File: src/pcsp_pkg.sv
// Purpose: Shared constants and types for the pad and card serial port
// Assumes: 250 MHz system clock, AXI4-Lite register access
// Notes: Byte address of a register is four times its index
package pcsp_pkg;

   ////////////////////////////////////////////////////////////////////////////
   // Register indices and byte addresses
   localparam logic [31:0] IDX_DATA = 32'h1F80_1040;
   localparam logic [31:0] IDX_STAT = 32'h1F80_1044;
   localparam logic [31:0] IDX_MODE = 32'h1F80_1048;
   localparam logic [31:0] IDX_CTRL = 32'h1F80_104A;
   localparam logic [31:0] IDX_BAUD = 32'h1F80_104E;
   localparam logic [31:0] ADDR_DATA = IDX_DATA << 2;
   localparam logic [31:0] ADDR_STAT = IDX_STAT << 2;
   localparam logic [31:0] ADDR_MODE = IDX_MODE << 2;
   localparam logic [31:0] ADDR_CTRL = IDX_CTRL << 2;
   localparam logic [31:0] ADDR_BAUD = IDX_BAUD << 2;

   ////////////////////////////////////////////////////////////////////////////
   // Control field positions
   localparam int CTL_TX_GATE = 0;
   localparam int CTL_SELECT = 1;
   localparam int CTL_FORCE_RX = 2;
   localparam int CTL_ACK_CLEAR = 4;
   localparam int CTL_SOFT_RESET = 6;
   localparam int CTL_RX_MODE_LO = 8;
   localparam int CTL_TX_IRQ_EN = 10;
   localparam int CTL_RX_IRQ_EN = 11;
   localparam int CTL_ACK_IRQ_EN = 12;
   localparam int CTL_SLOT = 13;
   localparam logic [15:0] CTRL_RW_MASK = 16'h3F2F;
   localparam logic [15:0] MODE_RW_MASK = 16'h013F;

   ////////////////////////////////////////////////////////////////////////////
   // Reset values and timing
   localparam logic [15:0] RELOAD_RESET = 16'h0088;
   localparam logic [8:0] TICK_STEP = 9'h021;
   localparam logic [8:0] TICK_MOD = 9'h0FA;
   localparam int CLK_MHZ = 250;
   localparam int ACK_TIMEOUT_US = 100;
   localparam int ACK_TIMEOUT_CYC = ACK_TIMEOUT_US * CLK_MHZ;
   localparam logic [3:0] FIFO_DEPTH = 4'h8;
   localparam logic [1:0] RESP_OKAY = 2'h0;
   localparam logic [1:0] RESP_SLVERR = 2'h2;

   ////////////////////////////////////////////////////////////////////////////
   // Types
   typedef enum logic [1:0] {
      PH_IDLE = 2'h0,
      PH_LOW = 2'h1,
      PH_HIGH = 2'h3
   } pcsp_phase_t;

   typedef enum logic [2:0] {
      RS_NONE = 3'h0,
      RS_DATA = 3'h1,
      RS_STAT = 3'h2,
      RS_MODE = 3'h3,
      RS_CTRL = 3'h4,
      RS_BAUD = 3'h5
   } pcsp_reg_t;

   typedef struct packed {
      logic serial_shift_clock;
      logic serial_command_out;
      logic slot_one_select_n;
      logic slot_two_select_n;
   } pcsp_link_out_t;

   localparam pcsp_link_out_t LINK_IDLE = '{1'b1, 1'b1, 1'b1, 1'b1};

endpackage

File: src/pcsp_port.sv
// Purpose: Host serial port for game controllers and memory cards
// Assumes: Single 250 MHz clock, AXI4-Lite slave, peripheral pins asynchronous
// Notes: Bit-rate timer ticks at 33 MHz via a fractional enable
// Operation
// - Transfer starts while the transmit gate bit is set, or if it was set when data was written
// - Select bit drives chosen slot select low; slot bit picks slot
// - Received bytes are stored whenever active select is low
// - Force-receive stores next byte anyway; hardware clears it afterwards
// - Writing one to acknowledge bit clears parity and interrupt flags
// - Writing one to soft reset bit zeroes most port registers
// - Bits 8-9 pick receive threshold of 1, 2, 4 or 8 bytes
// - Bits 10-12 enable transmit, receive and ready-input interrupt sources
// - Timer reloads on reload write and at zero with reload times factor halved
// - Timer counts at 33 MHz and expires twice per serial bit
// - Default reload gives 44h timer ticks low and 44h high
// - Bit-rate timer always runs, transfer or not
// - Byte interrupt only follows a peripheral ready pulse
// - Interrupt flag cannot be cleared while ready input is low, except by soft reset
// - Receive buffer holds eight bytes with no overrun flag
// - Each byte is full duplex, sent and received together
// - Bits go least significant first
// - Peripheral changes data on falling edge; port samples on rising
// - No ready pulse within 100 us after a byte marks slot absent
// - Writing transmit data starts a byte when gated and ready
// - Rate factor codes 0,1,2,3 mean times 1,1,16,64
//
// Chosen here: register access over AXI4-Lite.
`timescale 1ns/10ps
module pcsp_port
#(
   parameter int unsigned P_ACK_TIMEOUT_CYC = pcsp_pkg::ACK_TIMEOUT_CYC
)
(
   input wire logic i_clk,
   input wire logic i_nrst,
   input wire logic [31:0] i_awaddr,
   input wire logic i_awvalid,
   output logic o_awready,
   input wire logic [31:0] i_wdata,
   input wire logic [3:0] i_wstrb,
   input wire logic i_wvalid,
   output logic o_wready,
   output logic [1:0] o_bresp,
   output logic o_bvalid,
   input wire logic i_bready,
   input wire logic [31:0] i_araddr,
   input wire logic i_arvalid,
   output logic o_arready,
   output logic [31:0] o_rdata,
   output logic [1:0] o_rresp,
   output logic o_rvalid,
   input wire logic i_rready,
   input wire logic i_serial_data_in,
   input wire logic i_ack_n,
   output pcsp_pkg::pcsp_link_out_t o_link
);
   import pcsp_pkg::*;

   typedef struct packed {
      logic aw_held;
      logic [31:0] aw_addr;
      logic w_held;
      logic [31:0] w_data;
      logic [3:0] w_strb;
      logic awready;
      logic wready;
      logic bvalid;
      logic [1:0] bresp;
      logic arready;
      logic rvalid;
      logic [31:0] rdata;
      logic [1:0] rresp;
      logic [15:0] ctrl;
      logic [15:0] mode;
      logic [15:0] reload;
      logic [7:0] frac;
      logic [20:0] timer;
      pcsp_phase_t phase;
      logic [2:0] bit_idx;
      logic [7:0] tx_byte;
      logic tx_pending;
      logic tx_latch;
      logic [7:0] shift_in;
      logic [7:0][7:0] fifo;
      logic [3:0] fifo_cnt;
      logic parity_err;
      logic irq;
      logic ack_wait;
      logic [15:0] ack_cnt;
      logic slot_absent;
      logic [1:0] dat_sync;
      logic [1:0] ack_sync;
      pcsp_link_out_t link;
   } pcsp_state_t;

   localparam pcsp_state_t ST_RESET = '{
      awready: 1'b1, wready: 1'b1, arready: 1'b1, reload: RELOAD_RESET,
      phase: PH_IDLE, dat_sync: 2'h3, ack_sync: 2'h3, link: LINK_IDLE, default: '0};

   pcsp_state_t st_reg;
   pcsp_state_t st_next;

   ////////////////////////////////////////////////////////////////////////////
   // Helpers
   function automatic pcsp_reg_t reg_decode(input logic [31:0] addr);
      pcsp_reg_t sel;
      sel = RS_NONE;
      if (addr[31:2] == ADDR_DATA[31:2]) sel = RS_DATA;
      if (addr[31:2] == ADDR_STAT[31:2]) sel = RS_STAT;
      if (addr[31:2] == ADDR_MODE[31:2]) sel = RS_MODE;
      if (addr[31:2] == ADDR_CTRL[31:2]) sel = RS_CTRL;
      if (addr[31:2] == ADDR_BAUD[31:2]) sel = RS_BAUD;
      return sel;
   endfunction

   function automatic logic [20:0] half_load(input logic [15:0] r, input logic [1:0] f);
      logic [21:0] p;
      p = {6'h00, r};
      if (f == 2'h2) p = {2'h0, r, 4'h0};
      if (f == 2'h3) p = {r, 6'h00};
      return p[21:1];
   endfunction

   function automatic logic [15:0] lane_merge(input logic [15:0] old,
                                              input logic [31:0] d,
                                              input logic [3:0] s);
      logic [15:0] v;
      v = old;
      if (s[0]) v[7:0] = d[7:0];
      if (s[1]) v[15:8] = d[15:8];
      return v;
   endfunction

   ////////////////////////////////////////////////////////////////////////////
   // Next state
   logic [8:0] facc;
   logic tick;
   logic expire;
   logic ack_low;
   logic do_write;
   logic byte_end;
   logic [3:0] rx_thr;
   logic [15:0] cval;
   pcsp_reg_t wsel;
   pcsp_reg_t rsel;

   always_comb
   begin
      st_next = st_reg;
      facc = {1'b0, st_reg.frac} + TICK_STEP;
      tick = 1'b0;
      expire = 1'b0;
      byte_end = 1'b0;
      cval = 16'h0000;
      ack_low = ~st_reg.ack_sync[1];
      wsel = reg_decode(st_reg.aw_addr);
      rsel = reg_decode(i_araddr);
      do_write = st_reg.aw_held && st_reg.w_held && !st_reg.bvalid;
      rx_thr = 4'h1 << st_reg.ctrl[CTL_RX_MODE_LO +: 2];

      // Pin synchronisers
      st_next.dat_sync = {st_reg.dat_sync[0], i_serial_data_in};
      st_next.ack_sync = {st_reg.ack_sync[0], i_ack_n};

      // Free-running 33 MHz tick and bit-rate timer
      if (facc >= TICK_MOD)
      begin
         tick = 1'b1;
         st_next.frac = 8'(facc - TICK_MOD);
      end
      else
      begin
         st_next.frac = facc[7:0];
      end
      if (tick)
      begin
         if (st_reg.timer <= 21'h000001)
         begin
            expire = 1'b1;
            st_next.timer = half_load(st_reg.reload, st_reg.mode[1:0]);
         end
         else
         begin
            st_next.timer = st_reg.timer - 21'h000001;
         end
      end

      // Serial shifter, one half bit per timer expiry
      if (expire)
      begin
         unique case (st_reg.phase)
            PH_IDLE:
            begin
               if (st_reg.tx_pending && (st_reg.ctrl[CTL_TX_GATE] || st_reg.tx_latch))
               begin
                  st_next.phase = PH_LOW;
                  st_next.bit_idx = 3'h0;
                  st_next.tx_pending = 1'b0;
                  st_next.tx_latch = 1'b0;
                  st_next.slot_absent = 1'b0;
                  st_next.ack_wait = 1'b0;
                  st_next.link.serial_shift_clock = 1'b0;
                  st_next.link.serial_command_out = st_reg.tx_byte[0];
               end
            end
            PH_LOW:
            begin
               st_next.phase = PH_HIGH;
               st_next.link.serial_shift_clock = 1'b1;
               st_next.shift_in = {st_reg.dat_sync[1], st_reg.shift_in[7:1]};
            end
            PH_HIGH:
            begin
               if (st_reg.bit_idx == 3'h7)
               begin
                  st_next.phase = PH_IDLE;
                  byte_end = 1'b1;
               end
               else
               begin
                  st_next.phase = PH_LOW;
                  st_next.bit_idx = st_reg.bit_idx + 3'h1;
                  st_next.link.serial_shift_clock = 1'b0;
                  st_next.link.serial_command_out = st_reg.tx_byte[st_reg.bit_idx + 3'h1];
               end
            end
            default:
            begin
               st_next.phase = PH_IDLE;
               st_next.link.serial_shift_clock = 1'b1;
            end
         endcase
      end

      // Completed byte: store it, then wait for the ready pulse
      if (byte_end)
      begin
         if (st_reg.ctrl[CTL_SELECT] || st_reg.ctrl[CTL_FORCE_RX])
         begin
            if (st_reg.fifo_cnt < FIFO_DEPTH)
            begin
               st_next.fifo[st_reg.fifo_cnt[2:0]] = st_reg.shift_in;
               st_next.fifo_cnt = st_reg.fifo_cnt + 4'h1;
            end
         end
         st_next.ctrl[CTL_FORCE_RX] = 1'b0;
         st_next.ack_wait = 1'b1;
         st_next.ack_cnt = 16'h0000;
      end
      else if (st_reg.ack_wait)
      begin
         if (ack_low)
         begin
            st_next.ack_wait = 1'b0;
         end
         else if (32'(st_reg.ack_cnt) >= P_ACK_TIMEOUT_CYC - 1)
         begin
            st_next.ack_wait = 1'b0;
            st_next.slot_absent = 1'b1;
         end
         else
         begin
            st_next.ack_cnt = st_reg.ack_cnt + 16'h0001;
         end
      end

      // AXI read channel; a data read pops the oldest byte
      if (st_reg.rvalid && i_rready)
      begin
         st_next.rvalid = 1'b0;
      end
      if (st_reg.arready && i_arvalid)
      begin
         st_next.rvalid = 1'b1;
         st_next.rresp = RESP_OKAY;
         st_next.rdata = 32'h0000_0000;
         unique case (rsel)
            RS_DATA:
            begin
               st_next.rdata = st_reg.fifo[3:0];
               if (st_reg.fifo_cnt != 4'h0)
               begin
                  for (int i = 0; i < 7; i++)
                  begin
                     st_next.fifo[i] = st_next.fifo[i + 1];
                  end
                  st_next.fifo_cnt = st_next.fifo_cnt - 4'h1;
               end
            end
            RS_STAT:
            begin
               st_next.rdata = {st_reg.timer, st_reg.slot_absent, st_reg.irq, 1'b0, ack_low,
                  3'h0, st_reg.parity_err, (st_reg.phase == PH_IDLE) && !st_reg.tx_pending,
                  st_reg.fifo_cnt != 4'h0, !st_reg.tx_pending};
            end
            RS_MODE: st_next.rdata = {16'h0000, st_reg.mode};
            RS_CTRL: st_next.rdata = {16'h0000, st_reg.ctrl};
            RS_BAUD: st_next.rdata = {16'h0000, st_reg.reload};
            RS_NONE: st_next.rresp = RESP_SLVERR;
         endcase
      end
      st_next.arready = !st_next.rvalid;

      // AXI write channel
      if (st_reg.bvalid && i_bready)
      begin
         st_next.bvalid = 1'b0;
      end
      if (st_reg.awready && i_awvalid)
      begin
         st_next.aw_held = 1'b1;
         st_next.aw_addr = i_awaddr;
      end
      if (st_reg.wready && i_wvalid)
      begin
         st_next.w_held = 1'b1;
         st_next.w_data = i_wdata;
         st_next.w_strb = i_wstrb;
      end
      if (do_write)
      begin
         st_next.aw_held = 1'b0;
         st_next.w_held = 1'b0;
         st_next.bvalid = 1'b1;
         st_next.bresp = (wsel == RS_NONE) ? RESP_SLVERR : RESP_OKAY;
         unique case (wsel)
            RS_DATA:
            begin
               if (st_reg.w_strb[0])
               begin
                  st_next.tx_byte = st_reg.w_data[7:0];
                  st_next.tx_pending = 1'b1;
                  st_next.tx_latch = st_reg.ctrl[CTL_TX_GATE];
               end
            end
            RS_MODE:
            begin
               st_next.mode = lane_merge(st_reg.mode, st_reg.w_data, st_reg.w_strb) & MODE_RW_MASK;
            end
            RS_BAUD:
            begin
               st_next.reload = lane_merge(st_reg.reload, st_reg.w_data, st_reg.w_strb);
               st_next.timer = half_load(st_next.reload, st_reg.mode[1:0]);
            end
            RS_CTRL:
            begin
               cval = lane_merge(st_reg.ctrl, st_reg.w_data, st_reg.w_strb);
               st_next.ctrl = cval & CTRL_RW_MASK;
               if (cval[CTL_ACK_CLEAR])
               begin
                  st_next.parity_err = 1'b0;
                  if (!ack_low)
                  begin
                     st_next.irq = 1'b0;
                  end
               end
               if (cval[CTL_SOFT_RESET])
               begin
                  st_next.ctrl = 16'h0000;
                  st_next.mode = 16'h0000;
                  st_next.fifo_cnt = 4'h0;
                  st_next.tx_pending = 1'b0;
                  st_next.tx_latch = 1'b0;
                  st_next.phase = PH_IDLE;
                  st_next.link.serial_shift_clock = 1'b1;
                  st_next.parity_err = 1'b0;
                  st_next.irq = 1'b0;
                  st_next.ack_wait = 1'b0;
                  st_next.slot_absent = 1'b0;
               end
            end
            default:
            begin
            end
         endcase
      end
      st_next.awready = !st_next.aw_held;
      st_next.wready = !st_next.w_held;

      // Interrupt sources; a set wins over a clear in the same cycle
      if ((st_reg.ctrl[CTL_ACK_IRQ_EN] && ack_low)
          || (st_reg.ctrl[CTL_TX_IRQ_EN] && !st_reg.tx_pending)
          || (st_reg.ctrl[CTL_RX_IRQ_EN] && st_reg.fifo_cnt >= rx_thr))
      begin
         st_next.irq = 1'b1;
      end

      // Slot selects follow the control register
      st_next.link.slot_one_select_n = !(st_next.ctrl[CTL_SELECT] && !st_next.ctrl[CTL_SLOT]);
      st_next.link.slot_two_select_n = !(st_next.ctrl[CTL_SELECT] && st_next.ctrl[CTL_SLOT]);
   end

   ////////////////////////////////////////////////////////////////////////////
   // State register
   always_ff @(posedge i_clk or negedge i_nrst)
   begin
      if (!i_nrst)
      begin
         st_reg <= ST_RESET;
      end
      else
      begin
         st_reg <= st_next;
      end
   end

   assign o_awready = st_reg.awready;
   assign o_wready = st_reg.wready;
   assign o_bvalid = st_reg.bvalid;
   assign o_bresp = st_reg.bresp;
   assign o_arready = st_reg.arready;
   assign o_rvalid = st_reg.rvalid;
   assign o_rdata = st_reg.rdata;
   assign o_rresp = st_reg.rresp;
   assign o_link = st_reg.link;
endmodule

File: config.mk
export PLATFORM = sky130hd
export DESIGN_NAME = pcsp_port
export DESIGN_NICKNAME = d
export VERILOG_FILES = /design/src/pcsp_pkg.sv /design/src/pcsp_port.sv
export SDC_FILE = /design/constraint.sdc
export NUM_CORES = 1
export LEC_CHECK = 0
export ABC_AREA = 1
export BUFFER_PORTS_ARGS = -buffer_cell sky130_fd_sc_hd__buf_2
export CORE_MARGIN = 2
export CORE_UTILIZATION = 62
export CTS_BUF_LIST = sky130_fd_sc_hd__clkbuf_8
export DETAILED_ROUTE_END_ITERATION = 10
export PLACE_DENSITY = 0.81
export SKIP_CTS_REPAIR_TIMING = 1
export SYNTH_ARGS = -nofsm -noshare
export SYNTH_HDL_FRONTEND = slang
export SYNTH_SLANG_ARGS = --single-unit
export TNS_END_PERCENT = 50
File: constraint.sdc
create_clock -name i_clk -period 3.1 [get_ports i_clk]
set_input_delay 0.62 -clock i_clk [delete_from_list [all_inputs] [get_ports i_clk]]
set_output_delay 0.62 -clock i_clk [all_outputs]
set_load 0.02 [all_outputs]
==> PnR_summary.wiki, run 1 <==
{| class="wikitable"
! Metric !! Value
|-
| Avg Cell Area, Syn || 7.03 um2
|-
| Post-route ant nets || 0
|-
| Run status || completed
|-
| Fraction of post-synthesis cell area in the top cell type by area || 0.401
|-
| Wire length after detailed routing || 45.7 mm
|-
| Synth unique cells || 55
|-
| Total inserted antenna cells || 0
|-
| Average via count per standard cell || 5.83
|-
| Maximum single-stage delay on the critical path || 0.42 ns
|-
| Commonest cells after routing, fill and taps aside || 762 x sky130_fd_sc_hd__nand2_1, 330 x sky130_fd_sc_hd__o21ai_0, 257 x sky130_fd_sc_hd__dfrtp_1
|-
| Type of the setup path with the least slack || reg -> reg
|-
| Crit path required time || 3.53 ns
|-
| Post-synthesis adder-cell area fraction || 0.0156
|-
| Largest buffer count on any clock path || 3
|-
| CTS tree || built
|-
| Initial antenna violation count || 1
|-
| Total Routing Usage GR || 0.341
|-
| Routed via count || 15.9k
|-
| Site Rows || 58
|-
| Pin count of the biggest net entering global routing || 89
|-
| # Max-Cap Violations || 0
|-
| Power dissipated by switching net loads || 2880 uW
|-
| Count of flip-flops with a built-in enable after synthesis || 0
|-
| Wire length of the first global-routing pass || 74.0 mm
|-
| Port-buffer cells || 129
|-
| Part of the cycle the worst path needs || 0.919
|-
| Setup repair after global routing missed its margin || false
|-
| Sequential power share || 0.462
|-
| Main combinational cell family by area after synthesis || simple AND/OR/NAND/NOR gates
|-
| Die height || 165 um
|-
| Ys flop type || sky130_fd_sc_hd__dfrtp_1
|-
| Maximum clock rate || 351 MHz
|-
| Max FFs per register || 225
|-
| Later-pin clock latency in the skew report || 0.58 ns
|-
| YS warnings || 0
|-
| Synthesized-area fraction occupied by xor and xnor cells || 0.00928
|-
| Fraction of layout cells with a size suffix above 1 || 0.118
|-
| CORE AREA || 25300 um2
|-
| Total internal power || 6180 uW
|-
| Synth Area in Compound Gates || 0.176
|-
| Minimum clock period || 2.85 ns
|-
| Share of synthesized cell area in and, or, nand and nor gates || 0.272
|-
| Syn Inst Count || 2283
|-
| Die X-Extent || 165 um
|-
| Final routed DRC violation total || 0
|-
| Estimated wirelength of the detail-placed design || 32.0 mm
|-
| Clock-pin slew of the registers on the worst-case setup and hold paths || 0.08 ns
|-
| Starting density of the core || 0.634
|-
| Path class of the lowest-slack min-delay path || in -> async
|-
| Post-synthesis async set-or-reset flop share || 1.00
|-
| Level count of the clock H-tree || 2
|-
| Clock Skew || 0.0262 ns
|-
| Maximum net fanout on the critical path || 15
|-
| CP most frequent cell || sky130_fd_sc_hd__nand2_1
|-
| Highest-delay cell along the critical path || sky130_fd_sc_hd__dfrtp_1
|-
| P&R area growth vs syn || 10.4%
|-
| CTS root buf || sky130_fd_sc_hd__clkbuf_8
|-
| Final setup vio count || 0
|-
| Fin Hold WS || 0.0383 ns
|-
| Clock Sinks || 270
|-
| Fraction of power consumed by combinational cells || 0.177
|-
| Area leader, netlist || sky130_fd_sc_hd__dfrtp_1
|-
| Top-Level Pins || 154
|-
| Power density over the cells || 511 nW/um2
|-
| Number of global-route vias before repair || 14.9k
|-
| Final count of hold timing violations || 0
|-
| Wire per inst || 16.8 um
|-
| Register bit count reported by yosys || 270
|-
| Fraction of the yosys area taken by sequential cells || 0.422
|-
| Initial DRT Pass Iterations || 6
|-
| Die area || 27200 um2
|-
| Slew at the pin closest to its max-slew limit || 1.04 ns
|-
| Drt first-iter violations || 1790
|-
| Largest vdd supply drop || 0.536 mV
|-
| Clock buffers created by TritonCTS || 46
|-
| Final count of pins violating max slew || 0
|-
| P_leak || 0.00858 uW
|-
| Mux cell area share after synthesis || 0.00133
|-
| Post-synth design cell area || 16100 um2
|-
| Kind of end point of the critical path || flip-flop
|-
| Largest cells by area after synthesis || sky130_fd_sc_hd__dfrtp_1 40%, sky130_fd_sc_hd__nand2_1 18%, sky130_fd_sc_hd__o21ai_0 10%
|-
| Clk pwr share || 0.361
|-
| Gp weighted congestion || 0.978
|-
| CP Launch Type || flip-flop
|-
| Most common cell after layout, fill and taps aside || sky130_fd_sc_hd__nand2_1
|-
| Final layout net count || 2487
|-
| Worst rel slew slack || 0.302
|-
| Arrival time at the worst endpoint || 3.28 ns
|-
| Critical path cell sequence || ha_1 > nand2_1 > inv_2 > nor2_1 > inv_2 > ha_1 > nand2_1 > nand2_1 > nor2_1 > nand2_1 > nand2_2 > nand3_4 > nand2_1 > inv_1 > nor2_1 > xor2_1 > nor2_1
|-
| Net Sw Frac || 0.318
|-
| Post-Route Setup TNS || 0 ns
|-
| Overflow left after global routing || 0
|}
[through the flow]
step | area, um2 | cells | power, uW | setup slack, ns | utilization
CTS | 17700 | 2723 | 9060 | 0.157 | 0.700
detailed placement | 16800 | 2640 | 5810 | 0.160 | 0.663
global route | 17700 | 2723 | 9510 | 0.00457 | 0.700
global placement | 16800 | 2640 | 5760 | 0.235 | 0.663
floorplan | 16100 | 2284 | 5200 | 0.693 | -
finish | 17700 | 2723 | 9060 | 0.251 | 0.700
[Yosys cell counts, types with 2 or more instances]
master                     number
sky130_fd_sc_hd__o31ai_1        9
sky130_fd_sc_hd__buf_4         42
sky130_fd_sc_hd__nand4_1       27
sky130_fd_sc_hd__or2_2          4
sky130_fd_sc_hd__nor3b_1        3
sky130_fd_sc_hd__xor2_1        13
sky130_fd_sc_hd__nand2_2        2
sky130_fd_sc_hd__a31oi_1        4
sky130_fd_sc_hd__inv_1        233
sky130_fd_sc_hd__xnor2_1        4
sky130_fd_sc_hd__a31o_2         2
sky130_fd_sc_hd__o211ai_1      31
sky130_fd_sc_hd__o21ai_0      330
sky130_fd_sc_hd__nor4_1        22
sky130_fd_sc_hd__buf_2         19
sky130_fd_sc_hd__o21ai_1        7
sky130_fd_sc_hd__inv_2          7
sky130_fd_sc_hd__clkbuf_1      78
sky130_fd_sc_hd__nor2_2         3
sky130_fd_sc_hd__nand3_1       64
sky130_fd_sc_hd__o221ai_1      10
sky130_fd_sc_hd__clkinv_1       4
sky130_fd_sc_hd__nand3b_1       4
sky130_fd_sc_hd__nor2_1       142
sky130_fd_sc_hd__a21oi_1       68
sky130_fd_sc_hd__buf_1          6
sky130_fd_sc_hd__dfrtp_1      257
sky130_fd_sc_hd__nor3_1        26
sky130_fd_sc_hd__dfstp_2       13
sky130_fd_sc_hd__nor3_2         2
sky130_fd_sc_hd__ha_1          20
sky130_fd_sc_hd__o22ai_1       37
sky130_fd_sc_hd__nand2_1      762
sky130_fd_sc_hd__o21ai_2        7
[final cells by class]
cell class / instances / area [um2]
clock buffer: 56 / 771
clock inverter: 27 / 161
fill: 2171 / 7600
inverter: 244 / 916
multi-input combinational: 1624 / 7630
sequential: 270 / 6770
tap: 330 / 413
timing repair buffer: 172 / 1060
[worst max-delay path: cells and delay by family, from the launching register on]
kind / cells / cell delay (ns)
XOR/XNOR: 1 / 0.15
adder cells (fa/ha/maj): 2 / 0.45
buffers and inverters: 3 / 0.26
flip-flops: 1 / 0.42
AND/OR/NAND/NOR: 11 / 1.44
[power groups by stage]
stage                     sequential [uW]  combinational (uW)  clock [uW]
final                                4190                1600        3270
after global routing                 4230                1810        3470
after CTS                            4180                1590        3300
after detailed placement             4230                1570           0
after global placement               4220                1540           0
after floorplan                      4160                1040           0
[logic make-up (layout without fill, tap and decap cells)]
logic type / after synthesis / count (layout)
other: 1 / 2
AOI/OAI and AO/OA: 515 / 515
buffers and inverters: 390 / 499
DFF: 270 / 270
xor gates and xnor gates: 17 / 17
adders and majority gates: 20 / 20
and+or+nand+nor: 1068 / 1068
muxes: 2 / 2
[worst paths after layout]
kind                                   from     endpoint  slack [ns]  cells past startpoint
setup reg to reg                st_reg[140]   st_reg[14]        0.25                     17
max in group asynchronous            i_nrst  st_reg[273]        2.18                      2
hold / removal                       i_nrst  st_reg[135]        0.04                      1
min in group i_clk         i_serial_data_in   st_next[7]        0.17                      1
hold reg to reg                  st_next[5]    st_reg[5]        0.36                      0
setup / recovery                st_reg[140]   st_reg[14]        0.25                     17
[layer usage]
metal / vias up / track usage / wire [um]
met5: - / 0 / 13
met4: 2 / 0.132 / 1650
met3: 125 / 0.0676 / 4420
met2: 814 / 0.532 / 20300
met1: 7377 / 0.471 / 19300
li1: 7558 / - / -
No activity file was read; power rests on OpenSTA's default activity.
==> inputs of run 2 (changes only) <==
--- a/config.mk
+++ b/config.mk
@@ -9,7 +9,7 @@
 export BUFFER_PORTS_ARGS = -buffer_cell sky130_fd_sc_hd__buf_2
 export CORE_MARGIN = 2
 export CORE_UTILIZATION = 62
-export CTS_BUF_LIST = sky130_fd_sc_hd__clkbuf_8
+export CTS_BUF_LIST = sky130_fd_sc_hd__clkbuf_4
 export DETAILED_ROUTE_END_ITERATION = 10
 export PLACE_DENSITY = 0.81
 export SKIP_CTS_REPAIR_TIMING = 1
==> run 2 against run 1 <==
Net effect:
- maximum frequency shrank 0.71%
- global-route usage up 0.17 points
- sequential power barely moved
- total power increased by 1.2%
- register-to-register slack worse by 0.02 ns
- flip-flop and latch count is the same
- die area did not move
- critical path type unchanged
- critical endpoint is now st_reg[30]
==> PnR_summary.wiki, run 2 (synthesis gave the netlist of run 1 again) <==
{| class="wikitable"
! Metric !! Value
|-
| Setup repair after global routing missed its margin || true
|-
| Fraction of layout cells with a size suffix above 1 || 0.140
|-
| # Max-Cap Violations || 0
|-
| CORE AREA || 25300 um2
|-
| Clock Skew || 0.0600 ns
|-
| Most common cell after layout, fill and taps aside || sky130_fd_sc_hd__nand2_1
|-
| Slew at the pin closest to its max-slew limit || 1.04 ns
|-
| Part of the cycle the worst path needs || 0.926
|-
| Final count of hold timing violations || 0
|-
| Final routed DRC violation total || 0
|-
| Max FFs per register || 225
|-
| P&R area growth vs syn || 11.0%
|-
| Number of non-filler instances in the completed layout || 2775
|-
| CTS root buf || sky130_fd_sc_hd__clkbuf_4
|-
| Gp weighted congestion || 0.978
|-
| Instance count after placement with tap cells included || 2640
|-
| Crit path required time || 3.66 ns
|-
| Total Routing Usage GR || 0.342
|-
| Worst rel slew slack || 0.302
|-
| Overflow left after global routing || 0
|-
| Maximum net fanout on the critical path || 15
|-
| Pin count of the biggest net entering global routing || 89
|-
| Initial antenna violation count || 3
|-
| Later-pin clock latency in the skew report || 0.69 ns
|-
| Kind of end point of the critical path || flip-flop
|-
| Final Core Density || 0.704
|-
| Starting density of the core || 0.634
|-
| Final count of pins violating max slew || 0
|-
| Drt first-iter violations || 1844
|-
| Post-route ant nets || 0
|-
| Port-buffer cells || 129
|-
| Die X-Extent || 165 um
|-
| Site Rows || 58
|-
| Maximum clock rate || 349 MHz
|-
| Minimum clock period || 2.87 ns
|-
| Die height || 165 um
|-
| Wire length of the first global-routing pass || 74.3 mm
|-
| Die area || 27200 um2
|-
| CP Launch Type || flip-flop
|-
| CTS tree || built
|-
| Path class of the lowest-slack min-delay path || in -> reg
|-
| Estimated wirelength of the detail-placed design || 32.0 mm
|-
| Wire length after detailed routing || 45.7 mm
|-
| Commonest cells after routing, fill and taps aside || 761 x sky130_fd_sc_hd__nand2_1, 330 x sky130_fd_sc_hd__o21ai_0, 257 x sky130_fd_sc_hd__dfrtp_1
|-
| Power density over the cells || 514 nW/um2
|-
| Type of the setup path with the least slack || reg -> reg
|-
| Average via count per standard cell || 5.75
|-
| Arrival time at the worst endpoint || 3.43 ns
|-
| Clock buffers created by TritonCTS || 75
|-
| Post-Route Setup TNS || 0 ns
|-
| Number of global-route vias before repair || 15.1k
|-
| Final layout net count || 2520
|-
| P_leak || 0.00862 uW
|-
| Initial DRT Pass Iterations || 5
|-
| Level count of the clock H-tree || 3
|-
| Final setup vio count || 0
|-
| Largest buffer count on any clock path || 3
|-
| Wire per inst || 16.5 um
|-
| Routed via count || 16.0k
|-
| Largest vdd supply drop || 0.574 mV
|-
| Clock Sinks || 270
|-
| Clock-pin slew of the registers on the worst-case setup and hold paths || 0.07 ns
|-
| Placed cell areas || 16800 um2
|-
| Run status || completed
|-
| Top-Level Pins || 154
|-
| Final cell area excluding filler cells || 17800 um2
|}
[run 2: area by class of cell]
class	instances	area [um2]
Multi-Input combinational cell	1624	7640
Fill cell	2169	7510
Sequential cell	270	6770
Timing Repair Buffer	176	1100
Inverter	244	922
Clock buffer	108	811
Tap cell	330	413
Clock inverter	21	160
Antenna cell	2	5.00
[run 2: through the flow]
stage	worst slack [ns]	power, uW	hold WS [ns]
floorplan	0.693	5200	0.324
global placement	0.235	5760	0.346
detailed placement	0.160	5810	0.350
CTS	0.115	9190	-0.0719
global route	-0.0176	9660	0.00628
finish	0.231	9170	0.0451
[run 2: path summary, 6_finish.rpt]
path                       cells after the start        startpoint  slack, ns     endpoint
setup / recovery                              20       st_reg[140]       0.23   st_reg[30]
hold / removal                                 1  i_serial_data_in       0.05   st_next[7]
setup reg to reg                              20       st_reg[140]       0.23   st_reg[30]
hold reg to reg                                0        st_next[7]       0.36    st_reg[7]
max in group asynchronous                      3            i_nrst       1.69  st_reg[110]
min in group asynchronous                      2            i_nrst       0.55  st_reg[139]
[run 2: critical path, cell delays in order, from the launching register on]
cell                      delay, ns
sky130_fd_sc_hd__dfrtp_1       0.43
sky130_fd_sc_hd__ha_1          0.25
sky130_fd_sc_hd__nand2_1       0.09
sky130_fd_sc_hd__inv_2         0.04
sky130_fd_sc_hd__nor2_1        0.15
sky130_fd_sc_hd__inv_2         0.06
sky130_fd_sc_hd__ha_1          0.21
sky130_fd_sc_hd__nand2_1       0.07
sky130_fd_sc_hd__nand2_1       0.04
sky130_fd_sc_hd__nor2_1        0.09
sky130_fd_sc_hd__nand2_1       0.07
sky130_fd_sc_hd__nand2_2       0.10
sky130_fd_sc_hd__nand3_4       0.24
sky130_fd_sc_hd__buf_4         0.27
sky130_fd_sc_hd__nand2_1       0.06
sky130_fd_sc_hd__nand2_1       0.09
sky130_fd_sc_hd__inv_1         0.08
sky130_fd_sc_hd__ha_1          0.13
sky130_fd_sc_hd__nand2_1       0.06
sky130_fd_sc_hd__xor2_1        0.17
sky130_fd_sc_hd__nor2_1        0.05
[run 2: metal layers]
layer	global-route usage	routed length, um
met5	0	13
met4	0.143	1450
met2	0.537	20500
met1	0.463	19300
met3	0.0731	4510
[run 2: power breakdown]
group	switching [uW]	leakage (uW)	internal [uW]	total, uW
logic	1110	0.00447	494	1600
clock network	1530	0.000578	1840	3380
registers	293	0.00357	3890	4190
total	2940	0.00862	6230	9170
